### config.mk
export PLATFORM = sky130hd
export DESIGN_NAME = scu_ctrl
export DESIGN_NICKNAME = d
export VERILOG_FILES = /design/src/scu_pkg.sv /design/src/scu_ctrl.sv /design/src/scu_decode.sv
export VERILOG_INCLUDE_DIRS = /design/src
export SDC_FILE = /design/constraint.sdc
export NUM_CORES = 1
export LEC_CHECK = 0
export ABC_AREA = 0
export BUFFER_PORTS_ARGS = -buffer_cell sky130_fd_sc_hd__buf_2
export CAP_MARGIN = 20
export CORE_AREA = 10 10 131 133
export CTS_CLUSTER_DIAMETER = 150
export DETAILED_ROUTE_END_ITERATION = 12
export DIE_AREA = 0 0 141 143
export PLACE_DENSITY = 0.51
export SYNTH_ARGS = -nofsm -noshare
export SYNTH_HDL_FRONTEND = slang
export SYNTH_SLANG_ARGS = --single-unit
### constraint.sdc
create_clock -name MCLK -period 3.15 [get_ports MCLK]
set_clock_uncertainty 0.05 [all_clocks]
set_input_delay 0.1575 -clock MCLK [delete_from_list [all_inputs] [get_ports MCLK]]
set_output_delay 0.1575 -clock MCLK [all_outputs]
set_load 0.02 [all_outputs]
### src/scu_regs.svh
`ifndef SCU_REGS_SVH
`define SCU_REGS_SVH

// APB register byte offsets
`define SCU_CTRL_OFS 12'h000
`define SCU_STATUS_OFS 12'h004
`define SCU_CYCLES_OFS 12'h008
`define SCU_ADDR_W 12

// Control register fields
`define SCU_CTRL_WAKE_EN 0
`define SCU_CTRL_RST 1'h1

// Status register fields
`define SCU_ST_GIE 0
`define SCU_ST_HALT_FULL 1
`define SCU_ST_HALT_CPU 2
`define SCU_ST_SWRST 3
`define SCU_ST_BADBIT 4

// Cycle counts per instruction
`define SCU_CYC_ONE 2'h1
`define SCU_CYC_TWO 2'h2

// Bit-addressed data memory reach
`define SCU_BIT_ADDR_MAX 8'h7f
`define SCU_BIT_ADDR_W 7

`define SCU_CYCLES_RST 32'h0
`define SCU_APB_ZERO 32'h0

`endif

### src/scu_pkg.sv
package scu_pkg;

   // Instruction classes as seen by the control unit
   typedef enum logic [3:0] {
      SCU_OP_OTHER     = 4'h0,
      SCU_OP_ARITH     = 4'h1,
      SCU_OP_SHIFT     = 4'h2,
      SCU_OP_LOGIC     = 4'h3,
      SCU_OP_BRANCH2   = 4'h4,
      SCU_OP_RETI      = 4'h5,
      SCU_OP_SKIP_ARITH = 4'h6,
      SCU_OP_SKIP_BIT  = 4'h7,
      SCU_OP_BITSET    = 4'h8,
      SCU_OP_INT_ON    = 4'h9,
      SCU_OP_INT_OFF   = 4'ha,
      SCU_OP_FULL_HALT = 4'hb,
      SCU_OP_CPU_HALT  = 4'hc,
      SCU_OP_RESET     = 4'hd,
      SCU_OP_WDT_KICK  = 4'he
   } scu_op_t;

   typedef struct packed {
      scu_op_t op;
      logic skip_cond;
      logic bit_mem;
      logic [7:0] bit_addr;
   } scu_instr_t;

   typedef struct packed {
      logic zero;
      logic carry;
      logic half_carry_flag;
      logic overflow_flag;
   } scu_flags_t;

   typedef struct packed {
      logic [11:0] paddr;
      logic psel;
      logic penable;
      logic pwrite;
      logic [31:0] pwdata;
   } scu_apb_req_t;

   typedef struct packed {
      logic [31:0] prdata;
      logic pready;
      logic pslverr;
   } scu_apb_rsp_t;

endpackage

### src/scu_ctrl.sv
// The placing of the registers and register access over APB were decided locally.
`timescale 1ns/1ps
`include "scu_regs.svh"
// Contract
// (RULE1) Interrupt-on sets global interrupt enable
// (RULE2) Interrupt-off clears global interrupt enable
// (RULE3) Return from interrupt re-enables interrupts
// (RULE4) Full halt stops clocks and oscillator
// (RULE5) CPU halt gates core, oscillator runs
// (RULE6) Reset instruction equals hardware chip reset
// (RULE7) Watchdog kick restarts watchdog count only
// (RULE8) System control instructions keep all flags
// (RULE9) Unconditional branch group takes two cycles
// (RULE10) Skips take two cycles if taken
// (RULE11) All other instructions take one cycle
// (RULE12) Flag update set depends on class
// (RULE13) Bit memory addresses limited to 0x00-0x7F
// (RULE14) Halt resumes on wake or reset
module scu_ctrl (
   input wire logic MCLK,
   input wire logic RSTN,
   input scu_pkg::scu_apb_req_t APB_REQ,
   output scu_pkg::scu_apb_rsp_t APB_RSP,
   input wire logic INSTR_VALID,
   input scu_pkg::scu_instr_t INSTR,
   output logic INSTR_READY,
   output logic INSTR_DONE,
   output scu_pkg::scu_flags_t FLAG_WE,
   output logic [6:0] BIT_ADDR,
   output logic BIT_ADDR_ERR,
   input wire logic IRQ_PEND,
   output logic IRQ_TO_CORE,
   output logic GIE,
   input wire logic WAKE,
   output logic CORE_CLK_EN,
   output logic OSC_EN,
   output logic CHIP_RST_REQ,
   output logic WDT_RESTART
);
   import scu_pkg::*;

   typedef enum logic [3:0] {
      ST_RUN    = 4'h1,
      ST_SECOND = 4'h2,
      ST_FULL   = 4'h4,
      ST_CPU    = 4'h8
   } scu_state_t;

   scu_state_t state_q, state_d;
   logic wake_s1_q, wake_s2_q;
   logic gie_q;
   logic wake_en_q;
   logic swrst_q;
   logic badbit_q;
   logic reti_q;
   logic soft_rst_q;
   logic [31:0] cycles_q;
   logic ready_q;
   logic [31:0] rdata_q;
   logic err_q;
   scu_flags_t flag_we_q;
   logic [6:0] bit_addr_q;
   logic bit_err_q;
   logic done_q;
   logic core_clk_en_q, osc_en_q, rst_req_q, wdt_q;
   scu_flags_t dec_flags;
   logic [1:0] dec_cycles;
   logic dec_bit_ok;
   logic take;
   logic wake_ev;
   logic apb_acc, apb_wr, apb_rd;

   function automatic logic reg_hit(input logic [11:0] a, input logic [11:0] ofs);
      reg_hit = (a == ofs);
   endfunction

   scu_decode u_dec (
      .instr(INSTR),
      .flag_we(dec_flags),
      .cycles(dec_cycles),
      .bit_ok(dec_bit_ok)
   );

   assign take = INSTR_VALID && (state_q == ST_RUN) && !soft_rst_q;
   assign INSTR_READY = (state_q == ST_RUN) && !soft_rst_q;
   assign wake_ev = wake_s2_q && wake_en_q;

   // Wake pin from outside the clock domain
   always_ff @(posedge MCLK or negedge RSTN) begin
      if (!RSTN) begin
         wake_s1_q <= 1'b0;
         wake_s2_q <= 1'b0;
      end else begin
         wake_s1_q <= WAKE;
         wake_s2_q <= wake_s1_q;
      end
   end

   // Soft reset held one cycle so state, reti, GIE, wake enable, reset cause and cycle registers see it
   always_ff @(posedge MCLK or negedge RSTN) begin
      if (!RSTN) begin
         soft_rst_q <= 1'b0;
      end else begin
         soft_rst_q <= take && (INSTR.op == SCU_OP_RESET); // (RULE6)
      end
   end

   always_comb begin
      state_d = state_q;
      unique case (state_q)
         ST_RUN: begin
            if (take) begin
               if (INSTR.op == SCU_OP_FULL_HALT) begin
                  state_d = ST_FULL; // (RULE4)
               end else if (INSTR.op == SCU_OP_CPU_HALT) begin
                  state_d = ST_CPU; // (RULE5)
               end else if (dec_cycles == `SCU_CYC_TWO) begin
                  state_d = ST_SECOND; // (RULE9) (RULE10)
               end
            end
         end
         ST_SECOND: begin
            state_d = ST_RUN;
         end
         ST_FULL, ST_CPU: begin
            if (wake_ev) begin
               state_d = ST_RUN; // (RULE14)
            end
         end
         default: begin
            state_d = ST_RUN;
         end
      endcase
      if (soft_rst_q) begin
         state_d = ST_RUN; // (RULE6) (RULE14)
      end
   end

   always_ff @(posedge MCLK or negedge RSTN) begin
      if (!RSTN) begin
         state_q <= ST_RUN;
      end else begin
         state_q <= state_d;
      end
   end

   // Remember reti until its second cycle completes
   always_ff @(posedge MCLK or negedge RSTN) begin
      if (!RSTN) begin
         reti_q <= 1'b0;
      end else if (soft_rst_q) begin
         reti_q <= 1'b0;
      end else if (take) begin
         reti_q <= (INSTR.op == SCU_OP_RETI);
      end else if (state_q == ST_SECOND) begin
         reti_q <= 1'b0;
      end
   end

   always_ff @(posedge MCLK or negedge RSTN) begin
      if (!RSTN) begin
         gie_q <= 1'b0;
      end else if (soft_rst_q) begin
         gie_q <= 1'b0; // (RULE6)
      end else if (take && INSTR.op == SCU_OP_INT_ON) begin
         gie_q <= 1'b1; // (RULE1)
      end else if (take && INSTR.op == SCU_OP_INT_OFF) begin
         gie_q <= 1'b0; // (RULE2)
      end else if (state_q == ST_SECOND && reti_q) begin
         gie_q <= 1'b1; // (RULE3)
      end
   end

   assign GIE = gie_q;
   assign IRQ_TO_CORE = gie_q && IRQ_PEND; // (RULE1) (RULE2)

   // Issue-time outputs: flag enables and bit address
   always_ff @(posedge MCLK or negedge RSTN) begin
      if (!RSTN) begin
         flag_we_q <= '0;
         bit_addr_q <= '0;
         bit_err_q <= 1'b0;
      end else begin
         flag_we_q <= take ? dec_flags : '0; // (RULE8) (RULE12)
         bit_addr_q <= INSTR.bit_addr[`SCU_BIT_ADDR_W-1:0]; // (RULE13)
         bit_err_q <= take && !dec_bit_ok; // (RULE13)
      end
   end

   always_ff @(posedge MCLK or negedge RSTN) begin
      if (!RSTN) begin
         done_q <= 1'b0;
      end else begin
         done_q <= (take && dec_cycles == `SCU_CYC_ONE) || (state_q == ST_SECOND); // (RULE9) (RULE10) (RULE11)
      end
   end

   // Clock gating and side pulses
   always_ff @(posedge MCLK or negedge RSTN) begin
      if (!RSTN) begin
         core_clk_en_q <= 1'b1;
         osc_en_q <= 1'b1;
      end else begin
         core_clk_en_q <= (state_d == ST_RUN) || (state_d == ST_SECOND); // (RULE4) (RULE5)
         osc_en_q <= (state_d != ST_FULL); // (RULE4) (RULE5)
      end
   end

   always_ff @(posedge MCLK or negedge RSTN) begin
      if (!RSTN) begin
         rst_req_q <= 1'b0;
         wdt_q <= 1'b0;
      end else begin
         rst_req_q <= take && INSTR.op == SCU_OP_RESET; // (RULE6)
         wdt_q <= take && INSTR.op == SCU_OP_WDT_KICK; // (RULE7)
      end
   end

   assign FLAG_WE = flag_we_q;
   assign BIT_ADDR = bit_addr_q;
   assign BIT_ADDR_ERR = bit_err_q;
   assign INSTR_DONE = done_q;
   assign CORE_CLK_EN = core_clk_en_q;
   assign OSC_EN = osc_en_q;
   assign CHIP_RST_REQ = rst_req_q;
   assign WDT_RESTART = wdt_q;

   // APB slave: one wait state, read data from flops
   assign apb_acc = APB_REQ.psel && APB_REQ.penable && !ready_q;
   assign apb_wr = APB_REQ.psel && APB_REQ.penable && ready_q && APB_REQ.pwrite;
   assign apb_rd = apb_acc && !APB_REQ.pwrite;

   always_ff @(posedge MCLK or negedge RSTN) begin
      if (!RSTN) begin
         ready_q <= 1'b0;
         err_q <= 1'b0;
         rdata_q <= `SCU_APB_ZERO;
      end else begin
         ready_q <= apb_acc;
         if (apb_acc) begin
            err_q <= !(reg_hit(APB_REQ.paddr, `SCU_CTRL_OFS) || reg_hit(APB_REQ.paddr, `SCU_STATUS_OFS)
                       || reg_hit(APB_REQ.paddr, `SCU_CYCLES_OFS));
         end
         rdata_q <= `SCU_APB_ZERO;
         if (apb_rd && reg_hit(APB_REQ.paddr, `SCU_CTRL_OFS)) begin
            rdata_q[`SCU_CTRL_WAKE_EN] <= wake_en_q;
         end else if (apb_rd && reg_hit(APB_REQ.paddr, `SCU_STATUS_OFS)) begin
            rdata_q[`SCU_ST_GIE] <= gie_q;
            rdata_q[`SCU_ST_HALT_FULL] <= (state_q == ST_FULL);
            rdata_q[`SCU_ST_HALT_CPU] <= (state_q == ST_CPU);
            rdata_q[`SCU_ST_SWRST] <= swrst_q;
            rdata_q[`SCU_ST_BADBIT] <= badbit_q;
         end else if (apb_rd && reg_hit(APB_REQ.paddr, `SCU_CYCLES_OFS)) begin
            rdata_q <= cycles_q;
         end
      end
   end

   assign APB_RSP = '{prdata: rdata_q,
                      pready: ready_q,
                      pslverr: ready_q && err_q};

   // Soft reset returns wake enable to its reset value, as RSTN does
   always_ff @(posedge MCLK or negedge RSTN) begin
      if (!RSTN) begin
         wake_en_q <= `SCU_CTRL_RST;
      end else if (soft_rst_q) begin
         wake_en_q <= `SCU_CTRL_RST; // (RULE6)
      end else if (apb_wr && reg_hit(APB_REQ.paddr, `SCU_CTRL_OFS)) begin
         wake_en_q <= APB_REQ.pwdata[`SCU_CTRL_WAKE_EN];
      end
   end

   // Sticky causes survive soft reset; set wins over write-one clear
   always_ff @(posedge MCLK or negedge RSTN) begin
      if (!RSTN) begin
         swrst_q <= 1'b0;
         badbit_q <= 1'b0;
      end else begin
         if (soft_rst_q) begin
            swrst_q <= 1'b1;
         end else if (apb_wr && reg_hit(APB_REQ.paddr, `SCU_STATUS_OFS) && APB_REQ.pwdata[`SCU_ST_SWRST]) begin
            swrst_q <= 1'b0;
         end
         if (take && !dec_bit_ok) begin
            badbit_q <= 1'b1;
         end else if (apb_wr && reg_hit(APB_REQ.paddr, `SCU_STATUS_OFS) && APB_REQ.pwdata[`SCU_ST_BADBIT]) begin
            badbit_q <= 1'b0;
         end
      end
   end

   // Instruction cycle counter, written to reload
   always_ff @(posedge MCLK or negedge RSTN) begin
      if (!RSTN) begin
         cycles_q <= `SCU_CYCLES_RST;
      end else if (soft_rst_q) begin
         cycles_q <= `SCU_CYCLES_RST;
      end else if (apb_wr && reg_hit(APB_REQ.paddr, `SCU_CYCLES_OFS)) begin
         cycles_q <= APB_REQ.pwdata;
      end else if (take || state_q == ST_SECOND) begin
         cycles_q <= cycles_q + 32'h1;
      end
   end

endmodule

### src/scu_decode.sv
`timescale 1ns/1ps
`include "scu_regs.svh"

module scu_decode (
   input scu_pkg::scu_instr_t instr,
   output scu_pkg::scu_flags_t flag_we,
   output logic [1:0] cycles,
   output logic bit_ok
);
   import scu_pkg::*;

   always_comb begin
      flag_we = '0;
      unique case (instr.op)
         SCU_OP_ARITH, SCU_OP_SKIP_ARITH: begin
            flag_we = '1; // (RULE12)
         end
         SCU_OP_SHIFT: begin
            flag_we.carry = 1'b1; // (RULE12)
         end
         SCU_OP_LOGIC: begin
            flag_we.zero = 1'b1; // (RULE12)
         end
         // System control, branches, bit ops keep every flag
         default: begin
            flag_we = '0; // (RULE8)
         end
      endcase
   end

   always_comb begin
      unique case (instr.op)
         SCU_OP_BRANCH2, SCU_OP_RETI: begin
            cycles = `SCU_CYC_TWO; // (RULE9)
         end
         SCU_OP_SKIP_ARITH, SCU_OP_SKIP_BIT: begin
            cycles = instr.skip_cond ? `SCU_CYC_TWO : `SCU_CYC_ONE; // (RULE10)
         end
         default: begin
            cycles = `SCU_CYC_ONE; // (RULE11)
         end
      endcase
   end

   // Only memory forms are limited; IO bit forms use their own space
   assign bit_ok = !(instr.bit_mem && (instr.op == SCU_OP_SKIP_BIT || instr.op == SCU_OP_BITSET))
                   || (instr.bit_addr <= `SCU_BIT_ADDR_MAX); // (RULE13)
endmodule

==> results of run 1 <==
state kept, by name, indices dropped and copies added (netlist names), 3 cells and up:
name      count
state_q       4
rdata_q      32
FLAG_WE       3
cycles_q     32
BIT_ADDR      7
through the flow:
| stage | instance area [um^2] | cells |
|---|---|---|
| 2_1_floorplan | 4310 | 410 |
| 6_report | 5510 | 724 |
| 4_1_cts | 5450 | 721 |
| 3_5_place_dp | 5060 | 697 |
| 5_1_grt | 5510 | 724 |
| 3_3_place_gp | 5060 | 697 |
cells in the mapped netlist (8+ instances only):
| master | n |
|---|---|
| sky130_fd_sc_hd__nor2_1 | 57 |
| sky130_fd_sc_hd__a21oi_1 | 8 |
| sky130_fd_sc_hd__nor3_1 | 13 |
| sky130_fd_sc_hd__nand2_1 | 14 |
| sky130_fd_sc_hd__clkbuf_1 | 13 |
| sky130_fd_sc_hd__dfrtp_1 | 89 |
| sky130_fd_sc_hd__xnor2_1 | 12 |
| sky130_fd_sc_hd__nor4_1 | 9 |
| sky130_fd_sc_hd__nand2b_1 | 10 |
| sky130_fd_sc_hd__xor2_1 | 17 |
| sky130_fd_sc_hd__nand3_1 | 8 |
| sky130_fd_sc_hd__nand4_1 | 18 |
| sky130_fd_sc_hd__a211oi_1 | 33 |
| sky130_fd_sc_hd__and2_1 | 30 |
area by class of cell:
class | instances | share of cell area (%)
sequential | 93 | 42.3
multi-input combinational | 291 | 33.5
timing repair buffer | 134 | 13.9
clock buffer | 13 | 4.90
tap | 184 | 4.18
clock inverter | 3 | 0.772
inverter | 6 | 0.409
worst min-delay path: cells and delay by family:
| family | cells | cell delay [ps] |
|---|---|---|
| buffers and inverters | 1 | 90 |
| and+or+nand+nor | 2 | 120 |
kinds of logic (layout without fill, tap and decap cells):
kind of cell	count (synthesis)	after routing	synth area share, %
adders and majority gates	1	1	0.290
DFF	93	93	54.1
muxes	5	5	1.16
xor gates and xnor gates	29	29	5.89
buffers and inverters	26	156	3.05
AOI/OAI and AO/OA	68	68	11.4
and+or+nand+nor	188	188	24.1
cells in the final DEF (no fill, tap or decap), types with 3 or more instances in the layout:
| cell | synthesis | layout |
|---|---|---|
| sky130_fd_sc_hd__xor2_1 | 17 | 17 |
| sky130_fd_sc_hd__xnor2_1 | 12 | 12 |
| sky130_fd_sc_hd__a21oi_1 | 8 | 8 |
| sky130_fd_sc_hd__clkbuf_8 | 1 | 3 |
| sky130_fd_sc_hd__mux2i_1 | 5 | 5 |
| sky130_fd_sc_hd__a211oi_1 | 33 | 33 |
| sky130_fd_sc_hd__buf_4 | 2 | 5 |
| sky130_fd_sc_hd__nor4_1 | 9 | 9 |
| sky130_fd_sc_hd__nand3_1 | 8 | 8 |
| sky130_fd_sc_hd__a21o_1 | 4 | 4 |
| sky130_fd_sc_hd__nand4_1 | 18 | 18 |
| sky130_fd_sc_hd__dlygate4sd3_1 | 0 | 9 |
| sky130_fd_sc_hd__clkbuf_16 | 0 | 9 |
| sky130_fd_sc_hd__nand2_1 | 14 | 14 |
| sky130_fd_sc_hd__dfrtp_1 | 89 | 89 |
| sky130_fd_sc_hd__nand2b_1 | 10 | 10 |
| sky130_fd_sc_hd__dfstp_2 | 4 | 4 |
| sky130_fd_sc_hd__buf_2 | 1 | 118 |
| sky130_fd_sc_hd__o21ai_0 | 4 | 4 |
| sky130_fd_sc_hd__a22oi_1 | 6 | 6 |
| sky130_fd_sc_hd__and3_1 | 4 | 4 |
| sky130_fd_sc_hd__inv_1 | 6 | 6 |
| sky130_fd_sc_hd__and2_1 | 30 | 30 |
| sky130_fd_sc_hd__nor2_1 | 57 | 57 |
| sky130_fd_sc_hd__nor3_1 | 13 | 13 |
| sky130_fd_sc_hd__nor2b_1 | 5 | 5 |
power by group:
| group | leakage [uW] | switching [uW] | internal (uW) |
|---|---|---|---|
| Clock | 0.000152 | 451 | 679 |
| Sequential | 0.00123 | 139 | 1330 |
| Combinational | 0.00121 | 295 | 251 |
routing by layer:
layer | vias to the layer above | global-route usage, % | routed length [um]
li1 | 1705 | - | -
met1 | 1710 | 13.9 | 5160
met2 | 104 | 20.0 | 5970
met3 | 11 | 4.84 | 756
met4 | 0 | 2.99 | 127
met5 | - | 0 | 0
what timing repair did:
action | CTS | global route
endpoints found under the hold margin | 8 | 81
setup buffers | 0 | 0
hold buffers | 8 | 1
path summary, 6_finish.rpt:
| check | start | end | slack [ps] | depth (start not counted) |
|---|---|---|---|---|
| worst min-delay path | INSTR[8] | BIT_ADDR_ERR | 10 | 3 |
| min in group asynchronous | RSTN | rdata_q[4] | 160 | 2 |
| worst max register to register | cycles_q[0] | cycles_q[24] | 760 | 6 |
| worst max-delay path | cycles_q[0] | cycles_q[24] | 760 | 6 |
| worst min register to register | wake_s1_q | wake_s2_q | 310 | 0 |
| max in group asynchronous | RSTN | BIT_ADDR[4] | 2080 | 4 |
==> results.tsv, run 1 <==
stage	metric	value	unit
timing	Slew Limit Fails	0	
layout	diode count	0	
pwr	Max rail drop VDD	0.266	mV
drt	TritonRoute pass-1 iters	6	
global_route	maximum number of pins on one net before global-route repair	84	
yosys	share of async-settable or async-resettable flops after synthesis	100	%
cts	number of gates resized after CTS	0	
timing	Max transition margin	49.4	%
yosys	number of flops mapped to enable cells by yosys	0	
layout	Layout Nets	602	
cts	TritonCTS clock tree	built	
drt	routed vias	3530	
yosys	Synth cell types	51	
yosys	Mapped Nets	477	
critical_path	Crit Path Max Fanout	9	
yosys	average footprint of a synthesized cell	10.5	um^2
critical_path	required time at the endpoint of the critical path	3360	ps
pwr	post-layout total power	3140	uW
layout	area grow syn2layout	27.9	%
layout	Core Util, Final	38.2	%
global_route	number of global-route vias before repair	3671	
layout	combined flip-flop and latch cell area	2330	um^2
placement	# port buffers	119	
critical_path	Buf/Inv on CP	0	
timing	WHS	12.8	ps
critical_path	slowest stage delay, CP	680	ps
yosys	proportion of netlist area held by the largest area contributor	51.7	%
critical_path	kind of launch point of the worst setup path	register	
outcome	status	completed	
critical_path	CP Cell Sequence	ha_1 -> nor4bb_1 -> a21boi_1 -> nand4_1 -> xor2_1 -> a211oi_1	
floorplan	x dimension of the die	141	um
drt	ANT nets after route	0	
critical_path	worst setup path class	reg -> reg	
cts	Longest Clk Path Bufs	2	
critical_path	crit path capture type	register	
timing	worst slew pin tran	757	ps
yosys	synthesized flop and latch total	93	
yosys	dominant cells by area after synthesis	sky130_fd_sc_hd__dfrtp_1 (52%), sky130_fd_sc_hd__a211oi_1 (5.7%), sky130_fd_sc_hd__nor2_1 (5.0%)	
critical_path	signal arrival time at the worst endpoint	2600	ps
global_route	number of antenna violations at the first check in global routing	0	
timing	setup_tns	0	ps
timing	Max Freq	418	MHz
critical_path	critical path's top delay family	compound AO/OA/AOI/OAI gates	
floorplan	Chip Height	143	um
flow_run	count of maximum capacitance violations	0	
pwr	Leakage	0.00259	uW
cts	# clock sinks	93	
cts	TritonCTS Buffers	9	
yosys	register area share after synthesis	54.1	%
timing	count of endpoints failing setup in the final report	0	
global_route	first-pass GRT wire length	19100	um
yosys	Syn Inst Count	410	
drt	Post-route DRC	0	
global_route	residual overflow from global routing	0	
timing	unrepaired setup endpoints after global routing	no	
critical_path	slowest stage cell on the critical path	sky130_fd_sc_hd__a21boi_1	
layout	fraction of final layout cells sized beyond drive strength 1	28.7	%
timing	time the final worst path needs with I/O delays and setup	2390	ps
yosys	biggest area consumer among synthesized cells	sky130_fd_sc_hd__dfrtp_1	
drt	Detailed Route Iter0 Violations	161	
timing	final clock period utilization by the worst path	76.0	%
pwr	power density normalized to cell area	570	nW/um^2
layout	Filler Cells Inserted	1479	
drt	DRT Wirelength	12000	um
floorplan	floorplan die area	20200	um^2
cts	clk_lat worst skew	350	ps
yosys	Netlist Area Pre-Place	4310	um^2
timing	Final Hold Fails	0	
yosys	top flip-flop cell by instance count after synthesis	sky130_fd_sc_hd__dfrtp_1	
global_route	total track usage	11.9	%
timing	least setup slack across all paths after layout	755	ps
floorplan	Starting Density	29.9	%
cts	clock input transition at the sequential cells of the worst setup and hold paths	70	ps
drt	detail-routed via count per cell	4.88	
cts	Root Driver	sky130_fd_sc_hd__clkbuf_16	
floorplan	Core Rows	44	
layout	multi-input logic area	1850	um^2
floorplan	Core ar.	14400	um^2
yosys	count of synthesis-stage warnings from yosys	0	
min_path	path class of the lowest-slack min-delay path	in -> reg	
drt	average wire per cell in the routed design	16.6	um
placement	Final Wtd Congestion	0.801	
floorplan	IO Pins	120	
placement	detailed placer's ending HPWL	8800	um
cts	maximum level of the CTS H-tree	3	
placement	setup slack at placement	704	ps
Power figures use the tool's default switching activity.
==> inputs of run 2 (changes only) <==
Clock period 3.15 ns to 2.35 ns, I/O delays scaled along.
==> results.tsv, run 2 (synthesized netlist as in run 1, its figures left out) <==
stage	metric	value	unit	change
timing	unrepaired setup endpoints after global routing	no		
pwr	power density normalized to cell area	734	nW/um^2	+29%
floorplan	x dimension of the die	141	um	unchanged
floorplan	Chip Height	143	um	unchanged
placement	# port buffers	119		unchanged
pwr	combinational fraction of design power	18.4	%	+1.0 points
floorplan	floorplan die area	20200	um^2	unchanged
timing	Final Hold Fails	0		unchanged
critical_path	number of cells traversed by the worst register-to-register path	5		-1
timing	Slew Limit Fails	0		unchanged
cts	clk_lat worst skew	350	ps	about the same
critical_path	CP Cell Sequence	or4b_1 -> or3b_4 -> nor2_1 -> a22oi_1 -> or2_1		
min_path	number of cells on the worst hold path	3		unchanged
critical_path	slowest stage cell on the critical path	sky130_fd_sc_hd__dfstp_2		
layout	Filler Cells Inserted	1465		-0.95%
pwr	switching power summed over all nets	1190	uW	+35%
placement	detailed placer's ending HPWL	8940	um	+1.6%
global_route	number of antenna violations at the first check in global routing	0		unchanged
critical_path	crit path capture type	register		
critical_path	required time at the endpoint of the critical path	2580	ps	-780 ps
cts	# clock sinks	93		unchanged
critical_path	Crit Path Max Fanout	8		-1
cts	maximum level of the CTS H-tree	3		unchanged
cts	Longest Clk Path Bufs	2		unchanged
timing	Max transition margin	55.8	%	+6.4 points
pwr	Max rail drop VDD	0.463	mV	+74%
layout	commonest non-fill, non-tap cell in the layout	sky130_fd_sc_hd__buf_2		
drt	Post-route DRC	0		unchanged
cts	TritonCTS Buffers	9		unchanged
cts	Root Driver	sky130_fd_sc_hd__clkbuf_16		
cts	TritonCTS clock tree	built		
global_route	first-pass GRT wire length	19700	um	+3.5%
placement	Post-Place Cells	706		+1.3%
drt	average wire per cell in the routed design	16.1	um	-2.8%
pwr	Leakage	0.00270	uW	+4.3%
critical_path	worst setup path class	reg -> reg		
min_path	path class of the lowest-slack min-delay path	in -> reg		
pwr	switching share of power	28.2	%	+0.072 points
pwr	share of total power in the clock network	35.2	%	-0.8 points
drt	TritonRoute pass-1 iters	4		-2
drt	ANT nets after route	0		unchanged
layout	count of placed standard cells in the final layout, fillers left out	753		+4.0%
flow_run	count of maximum capacitance violations	0		unchanged
floorplan	Core Rows	44		unchanged
layout	Layout Nets	631		+4.8%
timing	setup_tns	0	ps	unchanged
outcome	status	completed		
pwr	internal power	3030	uW	+34%
layout	area grow syn2layout	33.6	%	
cts	clock input transition at the sequential cells of the worst setup and hold paths	60	ps	about the same
pwr	Seq pwr share	46.5	%	-0.2 points
global_route	maximum number of pins on one net before global-route repair	65		-23%
drt	detail-routed via count per cell	4.79		-1.7%
drt	routed vias	3609		+2.2%
critical_path	signal arrival time at the worst endpoint	2420	ps	-180 ps
floorplan	IO Pins	120		unchanged
timing	time the final worst path needs with I/O delays and setup	2190	ps	-202 ps
global_route	number of global-route vias before repair	3952		+7.7%
layout	diode count	0		unchanged
floorplan	Core ar.	14400	um^2	unchanged
drt	DRT Wirelength	12200	um	+1.1%
drt	Detailed Route Iter0 Violations	230		+43%
critical_path	slowest stage delay, CP	580	ps	-100 ps
timing	count of endpoints failing setup in the final report	0		unchanged
layout	commonest non-fill, non-tap cells in the layout	sky130_fd_sc_hd__buf_2 (118), sky130_fd_sc_hd__dfrtp_1 (89), sky130_fd_sc_hd__nor2_1 (57)		
global_route	residual overflow from global routing	0		unchanged
timing	Max Freq	456	MHz	+9.2%
timing	worst slew pin tran	653	ps	-104 ps
timing	final clock period utilization by the worst path	93.3	%	+17 points
layout	fraction of final layout cells sized beyond drive strength 1	28.5	%	-0.23 points
critical_path	kind of launch point of the worst setup path	register		
placement	Final Wtd Congestion	0.805		+0.44%
global_route	total track usage	12.2	%	+0.31 points
floorplan	Starting Density	29.9	%	unchanged
-- run 2: cell types whose count changed in the layout (fill, tap and decap cells not counted), sizes merged --
| cell | previous run | this run |
|---|---|---|
| clkinv | 1 | 2 |
| clkinvlp | 1 | 0 |
| dlygate4sd3 | 9 | 31 |
| buf | 125 | 132 |
-- run 2: worst paths after layout --
kind                        startpoint            to  slack [ps]
max                         state_q[0]        OSC_EN         160
min                        APB_REQ[15]  cycles_q[15]           8
max reg2reg                 state_q[0]        OSC_EN         160
min reg2reg                  wake_s1_q     wake_s2_q         310
max in group asynchronous         RSTN    state_q[0]        1380
min in group asynchronous         RSTN    rdata_q[0]         130
-- run 2: power by group through the flow --
stage               Sequential [uW]  Clock [uW]  Combinational (uW)
floorplan                      1970           0                 452
detailed placement             1990           0                 737
global route                   1990        1600                 869
CTS                            1960        1540                 785
global placement               1990           0                 728
finish                         1960        1490                 777
-- run 2: worst max-delay path: cells and delay by family, from the launching register on --
| family | cells | cell delay (ps) |
|---|---|---|
| AO/OA/AOI/OAI | 1 | 110 |
| AND/OR/NAND/NOR | 4 | 1380 |
| flip-flops | 1 | 580 |
-- run 2: timing repair --
| item | in CTS | in global routing |
|---|---|---|
| hold buffers | 30 | 1 |
| hold endpoints to repair | 89 | 1 |
| gates resized for setup | 0 | 1 |
| endpoints found under the setup margin | 0 | 1 |
| buffers inserted | 0 | 0 |
-- run 2: final cells by class --
class	count	area, um^2	area share [%]
Sequential cell	93	2330	40.5
Multi-Input combinational cell	291	1850	32.1
Timing Repair Buffer	163	1020	17.7
Clock buffer	13	260	4.52
Tap cell	184	230	4.00
Clock inverter	3	43.8	0.761
Inverter	6	22.5	0.391
-- run 2: through the flow --
stage / hold WS [ps] / area [um^2] / total power [uW] / utilization, % / worst slack [ps]
2_1_floorplan: -228 / 4310 / 2430 / - / 187
5_1_grt: 10.4 / 5760 / 4470 / 39.9 / 61.4
3_3_place_gp: -43.4 / 5140 / 2710 / 35.6 / 148
6_report: 7.86 / 5760 / 4230 / 39.9 / 157
3_5_place_dp: -39.2 / 5140 / 2730 / 35.6 / 112
4_1_cts: 0.780 / 5750 / 4290 / 39.8 / 96.5
-- run 2: routing by layer --
layer	GRT usage, %	routed length (um)	up-vias	part of all wire [%]
met5	0	0	-	0
met4	4.35	182	0	1.5
met3	4.44	823	14	6.8
met2	21.0	6070	100	50
met1	13.7	5080	1735	42
li1	-	-	1760	-
==> inputs of run 3 (changes only) <==
Settings changed: CTS_BUF_LIST from default to sky130_fd_sc_hd__clkbuf_16, GPL_TIMING_DRIVEN from default to 0.
==> results.tsv, run 3 (synthesized netlist as in run 1, its figures left out) <==
stage	metric	value	unit	change
critical_path	kind of launch point of the worst setup path	register		
layout	fraction of final layout cells sized beyond drive strength 1	28.3	%	-0.20 points
global_route	number of antenna violations at the first check in global routing	0		unchanged
floorplan	floorplan die area	20200	um^2	unchanged
pwr	internal power	2890	uW	-4.9%
critical_path	required time at the endpoint of the critical path	2580	ps	about the same
critical_path	Reg2Reg Setup Slack	90	ps	-60 ps
critical_path	Crit Path Max Fanout	10		+2
cts	maximum level of the CTS H-tree	3		unchanged
critical_path	CP Cell Sequence	or4b_4 -> or3b_4 -> buf_4 -> nor2_2 -> a22oi_1 -> or2_1		
global_route	first-pass GRT wire length	20900	um	+5.8%
global_route	maximum number of pins on one net before global-route repair	62		-4.6%
timing	Max Freq	443	MHz	-2.8%
timing	time the final worst path needs with I/O delays and setup	2260	ps	+63.4 ps
timing	WHS	5.17	ps	-2.68 ps
floorplan	Chip Height	143	um	unchanged
layout	Core Util, Final	40.4	%	+0.48 points
cts	# clock sinks	93		unchanged
critical_path	slowest stage delay, CP	560	ps	-20 ps
cts	clock input transition at the sequential cells of the worst setup and hold paths	70	ps	about the same
cts	TritonCTS Buffers	9		unchanged
critical_path	crit path capture type	register		
drt	DRT Wirelength	13000	um	+7.2%
placement	Post-Place Cells	713		+0.99%
pwr	post-layout total power	4130	uW	-2.2%
pwr	Max rail drop VDD	0.370	mV	-20%
critical_path	reg-to-reg critical path startpoint	state_q[0]		
layout	diode count	0		unchanged
cts	TritonCTS clock tree	built		
layout	area grow syn2layout	35.2	%	
cts	Longest Clk Path Bufs	2		unchanged
critical_path	worst r2r dst	OSC_EN		
floorplan	IO Pins	120		unchanged
timing	Final Hold Fails	0		unchanged
critical_path	cell depth of the worst setup path	6		+1
global_route	number of global-route vias before repair	4052		+2.5%
drt	routed vias	3673		+1.8%
critical_path	signal arrival time at the worst endpoint	2490	ps	+70 ps
critical_path	slowest stage cell on the critical path	sky130_fd_sc_hd__dfstp_2		
timing	worst slew pin tran	633	ps	-20.5 ps
placement	# port buffers	118		-0.84%
critical_path	last element of the critical path	OSC_EN		
flow_run	count of maximum capacitance violations	0		unchanged
floorplan	Starting Density	29.9	%	unchanged
cts	clk_lat worst skew	350	ps	about the same
timing	Slew Limit Fails	0		unchanged
floorplan	Core ar.	14400	um^2	unchanged
pwr	share of total power in the clock network	32.8	%	-2.4 points
pwr	switching power summed over all nets	1250	uW	+4.6%
placement	detailed placer's ending HPWL	9580	um	+7.2%
layout	summed area of non-filler cells in the final layout	5830	um^2	+1.2%
drt	average wire per cell in the routed design	17.1	um	+5.7%
timing	final clock period utilization by the worst path	96.0	%	+2.7 points
pwr	combinational fraction of design power	19.8	%	+1.4 points
pwr	power density normalized to cell area	709	nW/um^2	-3.4%
placement	placed cell area	5160	um^2	+0.39%
critical_path	number of cells traversed by the worst register-to-register path	6		+1
timing	Max transition margin	57.2	%	+1.4 points
cts	Root Driver	sky130_fd_sc_hd__clkbuf_16		
floorplan	x dimension of the die	141	um	unchanged
layout	commonest non-fill, non-tap cell in the layout	sky130_fd_sc_hd__buf_2		
critical_path	worst setup path class	reg -> reg		
layout	count of placed standard cells in the final layout, fillers left out	764		+1.5%
layout	commonest non-fill, non-tap cells in the layout	sky130_fd_sc_hd__buf_2 (117), sky130_fd_sc_hd__dfrtp_1 (88), sky130_fd_sc_hd__nor2_1 (55)		
outcome	status	completed		
drt	detail-routed via count per cell	4.81		+0.31%
pwr	Leakage	0.00269	uW	-0.16%
placement	Final Wtd Congestion	0.831		+3.3%
global_route	total track usage	13.0	%	+0.79 points
min_path	path class of the lowest-slack min-delay path	in -> reg		
drt	TritonRoute pass-1 iters	4		unchanged
pwr	switching share of power	30.2	%	+2.0 points
timing	unrepaired setup endpoints after global routing	yes		
critical_path	start point of the critical path	state_q[0]		
drt	Detailed Route Iter0 Violations	236		+2.6%
critical_path	critical path's top delay family	simple AND/OR/NAND/NOR gates		
timing	count of endpoints failing setup in the final report	0		unchanged
critical_path	Buf/Inv on CP	1		+1
floorplan	Core Rows	44		unchanged
drt	Post-route DRC	0		unchanged
pwr	Seq pwr share	47.4	%	+0.9 points
layout	Layout Nets	642		+1.7%
global_route	residual overflow from global routing	0		unchanged
drt	ANT nets after route	0		unchanged
min_path	Worst Hold Launch	APB_REQ[12]		
==> run 3: cell types whose count changed in the layout (fill, tap and decap cells not counted), sizes merged <==
| cell | before | now |
|---|---|---|
| buf | 132 | 125 |
| clkinvlp | 0 | 2 |
| inv | 6 | 8 |
| clkbuf | 13 | 24 |
| clkinv | 2 | 3 |
| bufinv | 1 | 0 |
| dlygate4sd3 | 31 | 34 |
==> run 3: layer usage <==
metal / routed length, um / GRT usage [%]
met3: 810 / 4.71
met2: 6440 / 21.9
met4: 202 / 3.91
met1: 5580 / 15.2
met5: 0 / 0
==> run 3: layout make-up <==
type	instances	area (um^2)
Timing Repair Buffer	154	968
Multi-Input combinational cell	291	1890
Sequential cell	93	2330
Buffer	20	115
Clock inverter	7	42.5
Clock buffer	9	225
Tap cell	184	230
Inverter	6	22.5
Fill cell	1459	8600
==> run 3: worst min path at each step <==
stage,endpoint,slack (ps),cells after the start
finish,cycles_q[12],5,3
global route,cycles_q[13],10,3
floorplan,BIT_ADDR[0],-230,0
global placement,wake_s1_q,180,1
detailed placement,rdata_q[3],50,1
CTS,cycles_q[13],0.9,3
==> run 3: power by group through the flow <==
stage                     clock (uW)  combinational (uW)  sequential, uW
after global placement             0                 709            1990
after global routing            1460                 917            1980
final                           1360                 818            1960
after floorplan                    0                 452            1970
after CTS                       1400                 791            1960
after detailed placement           0                 727            1990
==> run 3: worst min-delay path, delay by kind of cell <==
kind,cells,cell delay [ps]
AO/OA/AOI/OAI,1,50
AND/OR/NAND/NOR,1,100
buffers and inverters,1,100
==> run 3: through the flow <==
stage	setup TNS, ps	setup WS (ps)
final	0	93.7
after detailed placement	-3660	-172
after global routing	-43.1	-29.7
after floorplan	0	187
after global placement	-2350	-125
after CTS	0	5.50
==> run 3: timing repair <==
action,in CTS,in global routing
setup endpoints to repair,15,33
hold endpoints to repair,66,0
hold buffers,34,0
buffers inserted,0,1
pin swaps,0,1
gates resized for setup,3,11
